### src/include/gpm_consts.svh
`ifndef GPM_CONSTS_SVH
`define GPM_CONSTS_SVH
// sfr addresses
`define GPM_ADDR_PAD_CONTROL     8'hb5
`define GPM_ADDR_PIN_FUNC_SETUP  8'hb6
// pad_control fields
`define GPM_PC_STROBE            7
`define GPM_PC_PULLUP_OFF        6
`define GPM_PC_MATRIX            5
`define GPM_PC_DOUBLE_DRIVE      4
`define GPM_PC_LED_MID_TRIP      3
`define GPM_PC_INPUT_MID_TRIP    2
`define GPM_PC_LED_LVL_HI        1
`define GPM_PC_LED_LVL_LO        0
// pin_function_setup fields
`define GPM_PS_IRQ1_ANY          7
`define GPM_PS_IRQ0_ANY          6
`define GPM_PS_CLKPIN_HI         5
`define GPM_PS_CLKPIN_LO         4
`define GPM_PS_CLKEN             3
`define GPM_PS_REFEN             2
// reset values and reserved-bit write mask
`define GPM_PC_RESET             8'h0c
`define GPM_PS_RESET             8'h00
`define GPM_PS_RSVD_MASK         8'hfc
// strobe settle: cpu clocks after the 0->1->0 sequence
`define GPM_STROBE_SETTLE        2'h2
`endif

### src/include/gpm_pkg.sv
package gpm_pkg;
  typedef enum logic [1:0] {
    GPM_LED_OFF  = 2'h0,
    GPM_LED_062  = 2'h1,
    GPM_LED_100  = 2'h2,
    GPM_LED_162  = 2'h3
  } gpm_led_e;
  typedef enum logic [1:0] {
    GPM_ST_IDLE   = 2'h0,
    GPM_ST_OPEN   = 2'h1,
    GPM_ST_SETTLE = 2'h3
  } gpm_strobe_e;
  typedef struct packed {
    logic [7:0] addr;
    logic       wr;
    logic       rd;
    logic [7:0] wdata;
  } gpm_sfr_s;
  typedef struct packed {
    logic       double_drive;
    logic       led_pin_mid_trip;
    logic       input_mid_trip;
    logic [3:0] led_current_onehot;
  } gpm_pad_elec_s;
endpackage

### src/hdl/gpm_pad_mode_ctrl.sv
`timescale 1ns/100ps
`default_nettype none
`include "gpm_consts.svh"
// Notes on behaviour
// [RULE1] strobe is write 0,1,0; pads settle two cpu clocks later
// [RULE2] while strobe is 1, pad mode latches pass register bits straight through
// [RULE3] software clears strobe so the pads capture the mode bits
// [RULE4] pull-up-off read returns the pad latch value
// [RULE5] pull-up-off latch set disables pull-ups on pins one and two
// [RULE6] button-matrix read returns the pad latch value
// [RULE7] matrix latch set drives pins one to three low, pull-ups off
// [RULE8] double-drive bit doubles drive strength of all output pads
// [RULE9] separate mid trip selects for led pin five and other inputs
// [RULE10] led level 00 off, 01 0.62, 10 1.00, 11 1.62 units
// [RULE11] led flows only with nonzero level and port0 bit five set
// [RULE12] external irq any-edge bit 1 both edges, else polarity edge
// [RULE13] clock pin select bit0 pin four, bit1 pin six
// [RULE14] both clock pins allowed; enable gates only the waveform
// [RULE15] clearing clock enable finishes current period then holds 0
// [RULE16] reference enable forces pin three to input, over port0 settings
// [RULE17] software writes 0 to two reserved low bits
// [RULE18] port0 bit five read returns 0 when led level is zero
// [RULE19] open-drain pin keeps pull-up unless pull-up-off; push-pull none; code also drops it on pins one to three while the matrix latch is set
// [RULE20] pad latches hold while strobe is 0 until next strobe
module gpm_pad_mode_ctrl
(
  // clock and reset
  input  wire logic                  core_clk,
  input  wire logic                  reset_n,
  // special-function bus
  input  wire gpm_pkg::gpm_sfr_s     sfr,
  output var  logic [7:0]            sfr_rdata,
  // port 0 settings and state
  input  wire logic [7:0]            port0_data,
  input  wire logic [7:0]            port0_config,
  input  wire logic [7:0]            gpio_in,
  output var  logic                  port0_bit5_read,
  // external interrupts
  input  wire logic [1:0]            ext_irq_line,
  input  wire logic [1:0]            ext_irq_polarity,
  output var  logic [1:0]            ext_irq_event,
  // clock divider handshake
  input  wire logic                  clk_div_wave,
  input  wire logic                  clk_div_period_end,
  output var  logic                  clk_div_run,
  // pad controls
  output var  logic [7:0]            pad_pullup_en,
  output var  logic [7:0]            pad_force_low,
  output var  logic [7:0]            pad_force_input,
  output var  logic [7:0]            pad_clk_sel,
  output var  logic                  pad_clk_wave,
  output var  gpm_pkg::gpm_pad_elec_s pad_elec,
  output var  logic                  led_drive,
  output var  logic                  strobe_done
);
  logic [7:0]          pad_control;
  logic [7:0]          pin_function_setup;
  logic                pullup_off_latch;
  logic                matrix_latch;
  logic [1:0]          settle_cnt;
  logic                clk_run;
  gpm_pkg::gpm_strobe_e st;
  gpm_pkg::gpm_strobe_e next_st;

  wire wr_pc = sfr.wr && (sfr.addr == `GPM_ADDR_PAD_CONTROL);
  wire wr_ps = sfr.wr && (sfr.addr == `GPM_ADDR_PIN_FUNC_SETUP);
  wire strobe = pad_control[`GPM_PC_STROBE];
  wire clken = pin_function_setup[`GPM_PS_CLKEN];
  wire [1:0] led_lvl = pad_control[`GPM_PC_LED_LVL_HI:`GPM_PC_LED_LVL_LO];

  // reads show latch state for the mode bits
  wire [7:0] pc_read = {strobe, pullup_off_latch, matrix_latch, pad_control[4:0]}; // [RULE4] [RULE6]
  wire [7:0] next_rdata = (sfr.addr == `GPM_ADDR_PAD_CONTROL) ? pc_read :
                          (sfr.addr == `GPM_ADDR_PIN_FUNC_SETUP) ? pin_function_setup : 8'h00;

  // pad mode latches transparent while strobe open, hold otherwise
  wire next_roff = strobe ? pad_control[`GPM_PC_PULLUP_OFF] : pullup_off_latch; // [RULE2] [RULE20]
  wire next_mtx  = strobe ? pad_control[`GPM_PC_MATRIX] : matrix_latch; // [RULE2] [RULE20]

  // strobe sequence tracker
  always_comb
  begin
    next_st = st;
    unique case (st)
      gpm_pkg::GPM_ST_IDLE:   if (strobe) next_st = gpm_pkg::GPM_ST_OPEN;
      gpm_pkg::GPM_ST_OPEN:   if (!strobe) next_st = gpm_pkg::GPM_ST_SETTLE; // [RULE3]
      gpm_pkg::GPM_ST_SETTLE: if (strobe) next_st = gpm_pkg::GPM_ST_OPEN;
                              else if (settle_cnt == `GPM_STROBE_SETTLE - 2'h1) next_st = gpm_pkg::GPM_ST_IDLE;
      default:                next_st = gpm_pkg::GPM_ST_IDLE;
    endcase
  end
  wire [1:0] next_settle = (st == gpm_pkg::GPM_ST_SETTLE) ? settle_cnt + 2'h1 : 2'h0;
  wire next_done = (st == gpm_pkg::GPM_ST_SETTLE) && !strobe &&
                   (settle_cnt == `GPM_STROBE_SETTLE - 2'h1); // [RULE1]

  // clock run: stops only at a period boundary
  wire next_clk_run = clken ? 1'b1 : (clk_run && !clk_div_period_end); // [RULE15]
  wire next_wave = clk_run & clk_div_wave; // [RULE14] [RULE15]
  wire [7:0] next_clk_sel = {1'b0, pin_function_setup[`GPM_PS_CLKPIN_HI], 1'b0,
                             pin_function_setup[`GPM_PS_CLKPIN_LO], 4'h0}; // [RULE13] [RULE14]

  // pull-ups: open-drain keeps it unless roff or matrix remove it
  logic [7:0] next_pullup;
  logic [7:0] next_low;
  logic [7:0] next_fin;
  genvar g;
  generate
    for (g = 0; g < 8; g++)
    begin : g_pin
      wire roff_hit = pullup_off_latch && (g == 1 || g == 2); // [RULE5]
      wire mtx_hit  = matrix_latch && (g >= 1 && g <= 3); // [RULE7]
      wire ref_hit  = pin_function_setup[`GPM_PS_REFEN] && (g == 3); // [RULE16]
      assign next_pullup[g] = !port0_config[g] && !roff_hit && !mtx_hit; // [RULE19]
      assign next_low[g]    = mtx_hit && !ref_hit;
      assign next_fin[g]    = ref_hit;
    end
  endgenerate

  // led decode
  logic [3:0] next_led_onehot;
  always_comb
  begin
    unique case (led_lvl)
      gpm_pkg::GPM_LED_OFF: next_led_onehot = 4'h1;
      gpm_pkg::GPM_LED_062: next_led_onehot = 4'h2;
      gpm_pkg::GPM_LED_100: next_led_onehot = 4'h4;
      gpm_pkg::GPM_LED_162: next_led_onehot = 4'h8;
    endcase
  end // [RULE10]
  gpm_pkg::gpm_pad_elec_s next_elec;
  assign next_elec = '{double_drive:     pad_control[`GPM_PC_DOUBLE_DRIVE], // [RULE8]
                       led_pin_mid_trip: pad_control[`GPM_PC_LED_MID_TRIP], // [RULE9]
                       input_mid_trip:   pad_control[`GPM_PC_INPUT_MID_TRIP],
                       led_current_onehot: next_led_onehot};
  wire next_led = port0_data[5] && (led_lvl != 2'h0); // [RULE11] [RULE18]

  always_ff @(posedge core_clk or negedge reset_n)
  begin
    if (!reset_n)
    begin
      pad_control        <= `GPM_PC_RESET;
      pin_function_setup <= `GPM_PS_RESET;
    end
    else
    begin
      if (wr_pc)
        pad_control <= sfr.wdata;
      if (wr_ps)
        pin_function_setup <= sfr.wdata & `GPM_PS_RSVD_MASK; // [RULE17]
    end
  end

  always_ff @(posedge core_clk or negedge reset_n)
  begin
    if (!reset_n)
    begin
      pullup_off_latch <= 1'b0;
      matrix_latch     <= 1'b0;
      st               <= gpm_pkg::GPM_ST_IDLE;
      settle_cnt       <= 2'h0;
      strobe_done      <= 1'b0;
      clk_run          <= 1'b0;
    end
    else
    begin
      pullup_off_latch <= next_roff;
      matrix_latch     <= next_mtx;
      st               <= next_st;
      settle_cnt       <= next_settle;
      strobe_done      <= next_done;
      clk_run          <= next_clk_run;
    end
  end

  always_ff @(posedge core_clk or negedge reset_n)
  begin
    if (!reset_n)
    begin
      sfr_rdata       <= 8'h00;
      port0_bit5_read <= 1'b0;
      clk_div_run     <= 1'b0;
      pad_pullup_en   <= 8'h00;
      pad_force_low   <= 8'h00;
      pad_force_input <= 8'h00;
      pad_clk_sel     <= 8'h00;
      pad_clk_wave    <= 1'b0;
      pad_elec        <= '0;
      led_drive       <= 1'b0;
    end
    else
    begin
      sfr_rdata       <= next_rdata;
      port0_bit5_read <= next_led;
      clk_div_run     <= next_clk_run;
      pad_pullup_en   <= next_pullup;
      pad_force_low   <= next_low;
      pad_force_input <= next_fin;
      pad_clk_sel     <= next_clk_sel;
      pad_clk_wave    <= next_wave;
      pad_elec        <= next_elec;
      led_drive       <= next_led;
    end
  end

  gpm_edge_det u_irq0
  (
    .core_clk  (core_clk),
    .reset_n   (reset_n),
    .any_edge  (pin_function_setup[`GPM_PS_IRQ0_ANY]),
    .polarity  (ext_irq_polarity[0]),
    .line_in   (ext_irq_line[0]),
    .irq_event (ext_irq_event[0])
  );
  gpm_edge_det u_irq1
  (
    .core_clk  (core_clk),
    .reset_n   (reset_n),
    .any_edge  (pin_function_setup[`GPM_PS_IRQ1_ANY]),
    .polarity  (ext_irq_polarity[1]),
    .line_in   (ext_irq_line[1]),
    .irq_event (ext_irq_event[1])
  );

  property p_latch_follow;
    @(posedge core_clk) disable iff (!reset_n)
      strobe |=> (pullup_off_latch == $past(pad_control[6]) && matrix_latch == $past(pad_control[5]));
  endproperty
  a_latch_follow: assert property (p_latch_follow) else $error("latch not transparent"); // [RULE2]
  property p_latch_hold;
    @(posedge core_clk) disable iff (!reset_n)
      !strobe |=> $stable(pullup_off_latch) && $stable(matrix_latch);
  endproperty
  a_latch_hold: assert property (p_latch_hold) else $error("latch changed while closed"); // [RULE20]
  // done pulses on the third edge after strobe closes, unless strobe reopened
  property p_settle;
    @(posedge core_clk) disable iff (!reset_n)
      (st == gpm_pkg::GPM_ST_OPEN && !strobe) |=>
        !strobe_done ##1 !strobe_done ##1 (strobe_done || $past(strobe) || $past(strobe, 2));
  endproperty
  a_settle: assert property (p_settle) else $error("strobe settle not two clocks"); // [RULE1]
  property p_roff_pull;
    @(posedge core_clk) disable iff (!reset_n)
      pullup_off_latch |=> (pad_pullup_en[2:1] == 2'h0);
  endproperty
  a_roff_pull: assert property (p_roff_pull) else $error("pull-up left on"); // [RULE5]
  property p_matrix_low;
    @(posedge core_clk) disable iff (!reset_n)
      (matrix_latch && !pin_function_setup[2]) |=> (pad_force_low[3:1] == 3'h7);
  endproperty
  a_matrix_low: assert property (p_matrix_low) else $error("matrix pins not low"); // [RULE7]
  property p_ref_force;
    @(posedge core_clk) disable iff (!reset_n)
      pin_function_setup[2] |=> pad_force_input[3] && !pad_force_low[3];
  endproperty
  a_ref_force: assert property (p_ref_force) else $error("ref pin not input"); // [RULE16]
  property p_led_zero;
    @(posedge core_clk) disable iff (!reset_n)
      (led_lvl == 2'h0) |=> !port0_bit5_read;
  endproperty
  a_led_zero: assert property (p_led_zero) else $error("led read with zero level"); // [RULE18]
  property p_clk_stop;
    @(posedge core_clk) disable iff (!reset_n)
      (!clken && !clk_run) |=> ##1 !pad_clk_wave;
  endproperty
  a_clk_stop: assert property (p_clk_stop) else $error("clock wave while stopped"); // [RULE15]
  property p_clk_sel;
    @(posedge core_clk) disable iff (!reset_n)
      1'b1 |=> (pad_clk_sel[4] == $past(pin_function_setup[4]) && pad_clk_sel[6] == $past(pin_function_setup[5]));
  endproperty
  a_clk_sel: assert property (p_clk_sel) else $error("clock pin select wrong"); // [RULE13]
  property p_pushpull;
    @(posedge core_clk) disable iff (!reset_n)
      port0_config[0] |=> !pad_pullup_en[0];
  endproperty
  a_pushpull: assert property (p_pushpull) else $error("push-pull pull-up on"); // [RULE19]
endmodule
`default_nettype wire

### src/hdl/gpm_edge_det.sv
`timescale 1ns/100ps
`default_nettype none
`include "gpm_consts.svh"
module gpm_edge_det
(
  // clock and reset
  input  wire logic core_clk,
  input  wire logic reset_n,
  // configuration
  input  wire logic any_edge,
  input  wire logic polarity,
  // line and event
  input  wire logic line_in,
  output var  logic irq_event
);
  logic sync1;
  logic sync2;
  logic prev;
  wire  rise = sync2 & ~prev;
  wire  fall = ~sync2 & prev;
  // polarity 1 selects falling edge
  wire  single = polarity ? fall : rise;
  wire  next_irq_event = any_edge ? (rise | fall) : single; // [RULE12]

  always_ff @(posedge core_clk or negedge reset_n)
  begin
    if (!reset_n)
    begin
      sync1     <= 1'b0;
      sync2     <= 1'b0;
      prev      <= 1'b0;
      irq_event <= 1'b0;
    end
    else
    begin
      sync1     <= line_in;
      sync2     <= sync1;
      prev      <= sync2;
      irq_event <= next_irq_event;
    end
  end

  // event and prev move on the same edge, so the pulse is checked in that cycle
  property p_any_edge_pulse;
    @(posedge core_clk) disable iff (!reset_n)
      ($past(any_edge) && $changed(prev)) |-> irq_event;
  endproperty
  a_any_edge_pulse: assert property (p_any_edge_pulse) else $error("any-edge event missed"); // [RULE12]
endmodule
`default_nettype wire

### config.mk
export PLATFORM = sky130hd
export DESIGN_NAME = gpm_pad_mode_ctrl
export DESIGN_NICKNAME = d
export VERILOG_FILES = /design/src/include/gpm_pkg.sv /design/src/hdl/gpm_pad_mode_ctrl.sv /design/src/hdl/gpm_edge_det.sv
export VERILOG_INCLUDE_DIRS = /design/src /design/src/include
export SDC_FILE = /design/constraint.sdc
export NUM_CORES = 1
export LEC_CHECK = 0
export BUFFER_PORTS_ARGS = -buffer_cell sky130_fd_sc_hd__clkbuf_2
export CAP_MARGIN = 20
export CORE_MARGIN = 5
export CORE_UTILIZATION = 35
export CTS_BUF_LIST = sky130_fd_sc_hd__clkbuf_2
export DETAILED_ROUTE_END_ITERATION = 16
export HOLD_SLACK_MARGIN = 0.05
export PLACE_DENSITY_LB_ADDON = 0.2
export SLEW_MARGIN = 10
export SYNTH_ARGS = -nofsm -noshare
export SYNTH_HDL_FRONTEND = slang
export SYNTH_SLANG_ARGS = --single-unit
### constraint.sdc
create_clock -name core_clk -period 1 [get_ports core_clk]
set_input_delay 0.1 -clock core_clk [delete_from_list [all_inputs] [get_ports core_clk]]
set_output_delay 0.1 -clock core_clk [all_outputs]
set_load 0.02 [all_outputs]
==> flow_summary.toml <==
[synth]
ys_ff_latch = 60
post_synth.cell_area_avg_um2 = 14.24
ys_types = 24
syn_inst = 164
syn_area_um2 = 2336
ys_seq_area_frac = 0.6438
ys_warn_count = 0

[timing]
setup_viol = 38
skew_ns = 0.009927
setup_ws_ns = -0.1322
timing.final.crit_period_ns = 1.132
slew_violations = 0
finalHoldViolCount = 0
period_share = 1.132
fmax_mhz = 883.2
rsz0062_at_grt = "true"

[clock_network]
cts.sinks = 60
htreeDepth = 3
cts-root-buf = "clkbuf_2"
clkTransAtPathRegs_ns = 0.16
clockBufferDepth = 2
clk_latency_ns = 0.45
cts_tree = "done"
numCtsBuffers = 9

[layout]
layout_commonest_cell = "dfrtp_1"
drive_gt1_frac = 0.4388
fill_cells = 555
fin_area_um2 = 3373
final_cell_mix = "dfrtp_1, clkbuf_2, buf_6, dlygate4sd3_1, conb_1"
final_util = 0.5252
antennaDiodeCount = 0
nets = 328
synthToLayoutAreaGrowth_pct = 44.40

[global_routing]
grt.total_usage = 0.1184
antenna_found_initial = 0
grt_max_degree = 61
overflow = 0
grt_pass1_vias = 1617
grt_pass1_wl_mm = 7.693

[min_path]
worstHoldEndpoint = "pin_function_setup[4]"
whs_path_depth = 3
min_path_type = "primary input to flip-flop"
min-delay-start = "sfr[9]"

[outcome]
status = "complete, but fails checks"
failed_checks = "setup timing"

[floorplan]
io_pins = 104
core-area_um2 = 6422
initial_utilization = 0.3637
fp.dieH_um = 91.70
fp.dieArea_um2 = 8408
placementRows = 29
die_x_um = 91.70

[worst_setup_path]
critPathLaunch = "clk_run"
cp_max_fo = 2
critPathBufInv = 1
crit_family = "flip-flops"
crit_chain = "buf_6"
r2r_setup_slack_ns = -0.04
required_ns = 0.90
crit-reg2reg-launch = "u_irq0.sync2"
critPathLaunchType = "flip-flop"
cp-end-kind = "primary output"
r2r-end = "u_irq0.irq_event"
worst_ep_arrival_time_ns = 1.03
path_class = "flip-flop to primary output"
slowest_stage = "dfrtp_1"
max_stage_delay_ns = 0.44
worstRegToRegCells = 4

[route]
ant_nets = 0
firstDrtPassIters = 4
vias = 1506
drt_iter0_drc = 23
route.final.wire_length_mm = 4.661
wire_per_inst_um = 13.13
remaining_drc_errors = 0
viasPerCell = 4.242

[pwr]
vdd_drop_max_mv = 0.5952
p_leak_nw = 1.773
power.density_nw_per_um2 = 1497

[placed_design]
dp_hpwl_mm = 3.001
dpl-instance-area_um2 = 2708
gp_congestion = 0.6730
dp_slack_ns = -0.2315
io_buffers = 69

[run]
cap_violations = 0
## sequential cells by signal, indices dropped and copies added (netlist names), 2 cells and up
signal	flops
pad_pullup_en	8
pad_elec	7
sfr_rdata	8
pin_function_setup	6
st	2
pad_control	8
settle_cnt	2
pad_force_low	2
pad_clk_sel	2
## cell usage after synthesis
| cell type | number | area, um2 |
|---|---|---|
| a211oi_1 | 3 | 22.52 |
| a21o_1 | 1 | 7.510 |
| a21oi_1 | 3 | 15.01 |
| a22oi_1 | 6 | 45.04 |
| and2_1 | 2 | 12.51 |
| and3_2 | 2 | 15.01 |
| and4b_2 | 1 | 11.26 |
| and4bb_1 | 2 | 25.02 |
| buf_4 | 23 | 172.7 |
| buf_6 | 1 | 11.26 |
| conb_1 | 1 | 3.750 |
| dfrtp_1 | 58 | 1451 |
| dfstp_2 | 2 | 52.55 |
| ha_1 | 5 | 62.56 |
| inv_1 | 12 | 45.04 |
| mux2_2 | 2 | 22.52 |
| mux2_4 | 14 | 210.2 |
| nand2_1 | 2 | 7.510 |
| nand2b_1 | 1 | 6.260 |
| nand3_4 | 2 | 35.03 |
| nand4b_1 | 1 | 8.760 |
| nor2_1 | 12 | 45.04 |
| nor2b_1 | 6 | 37.54 |
| nor3_1 | 2 | 10.01 |
## timing repair
action                                  CTS  global route
pin swaps                                 0             2
hold endpoints to repair                 95             0
resized for setup                         2           109
hold buffers                             28             0
cloned                                    0             0
buffers inserted                          2             1
endpoints found under the setup margin   38            42
## how the worst max path moves through the flow
| stage | end | slack (ns) | depth (start not counted) |
|---|---|---|---|
| 6_report | clk_div_run | -0.13 | 1 |
| 5_1_grt | led_drive | -0.25 | 1 |
| 4_1_cts | clk_div_run | -0.18 | 1 |
| 3_5_place_dp | pad_control[5] | -0.23 | 4 |
| 3_3_place_gp | pad_control[7] | -0.22 | 4 |
| 2_1_floorplan | pad_control[0] | -0.06 | 4 |
## area by class of cell
cell class | count | area [um2] | share of cell area
Sequential cell | 60 | 1505 | 0.4462
Timing Repair Buffer | 105 | 904.6 | 0.2682
Multi-Input combinational cell | 85 | 695.7 | 0.2062
Clock buffer | 9 | 45.04 | 0.01335
Inverter | 12 | 45.04 | 0.01335
Clock inverter | 7 | 81.33 | 0.02411
Tap cell | 77 | 96.34 | 0.02856
## through the flow
stage / setup TNS [ns] / hold WS (ns) / instances / total power (W)
6_report: -3.340 / 0.1480 / 355 / 0.005049
5_1_grt: -7.262 / 0.09575 / 355 / 0.005345
4_1_cts: -5.049 / 0.1215 / 354 / 0.005002
3_5_place_dp: -3.100 / 0.1365 / 308 / 0.003252
3_3_place_gp: -3.020 / 0.1384 / 308 / 0.003248
2_1_floorplan: -0.5612 / -0.1956 / 181 / 0.003078
## kinds of logic after synthesis
group / count (synthesis) / synth area share
DFF: 60 / 0.6438
buffers and inverters: 36 / 0.09802
and+or+nand+nor: 33 / 0.09159
muxes: 16 / 0.09962
AOI/OAI and AO/OA: 13 / 0.03856
adders and majority gates: 5 / 0.02678
other: 1 / 0.001605
## where the power goes
group          internal (W)  switching (W)  total [W]
clock network      0.000797       0.000835    0.00163
registers           0.00258       0.000113    0.00269
logic              0.000369       0.000356   0.000725
## layer usage
layer,GRT usage,vias to the layer above,part of all wire
li1,-,719,-
met1,0.1513,714,0.46
met2,0.1753,65,0.45
met3,0.04583,8,0.077
met4,0.05941,0,0.019
met5,0,-,0
(Power assumes the default switching activity.)
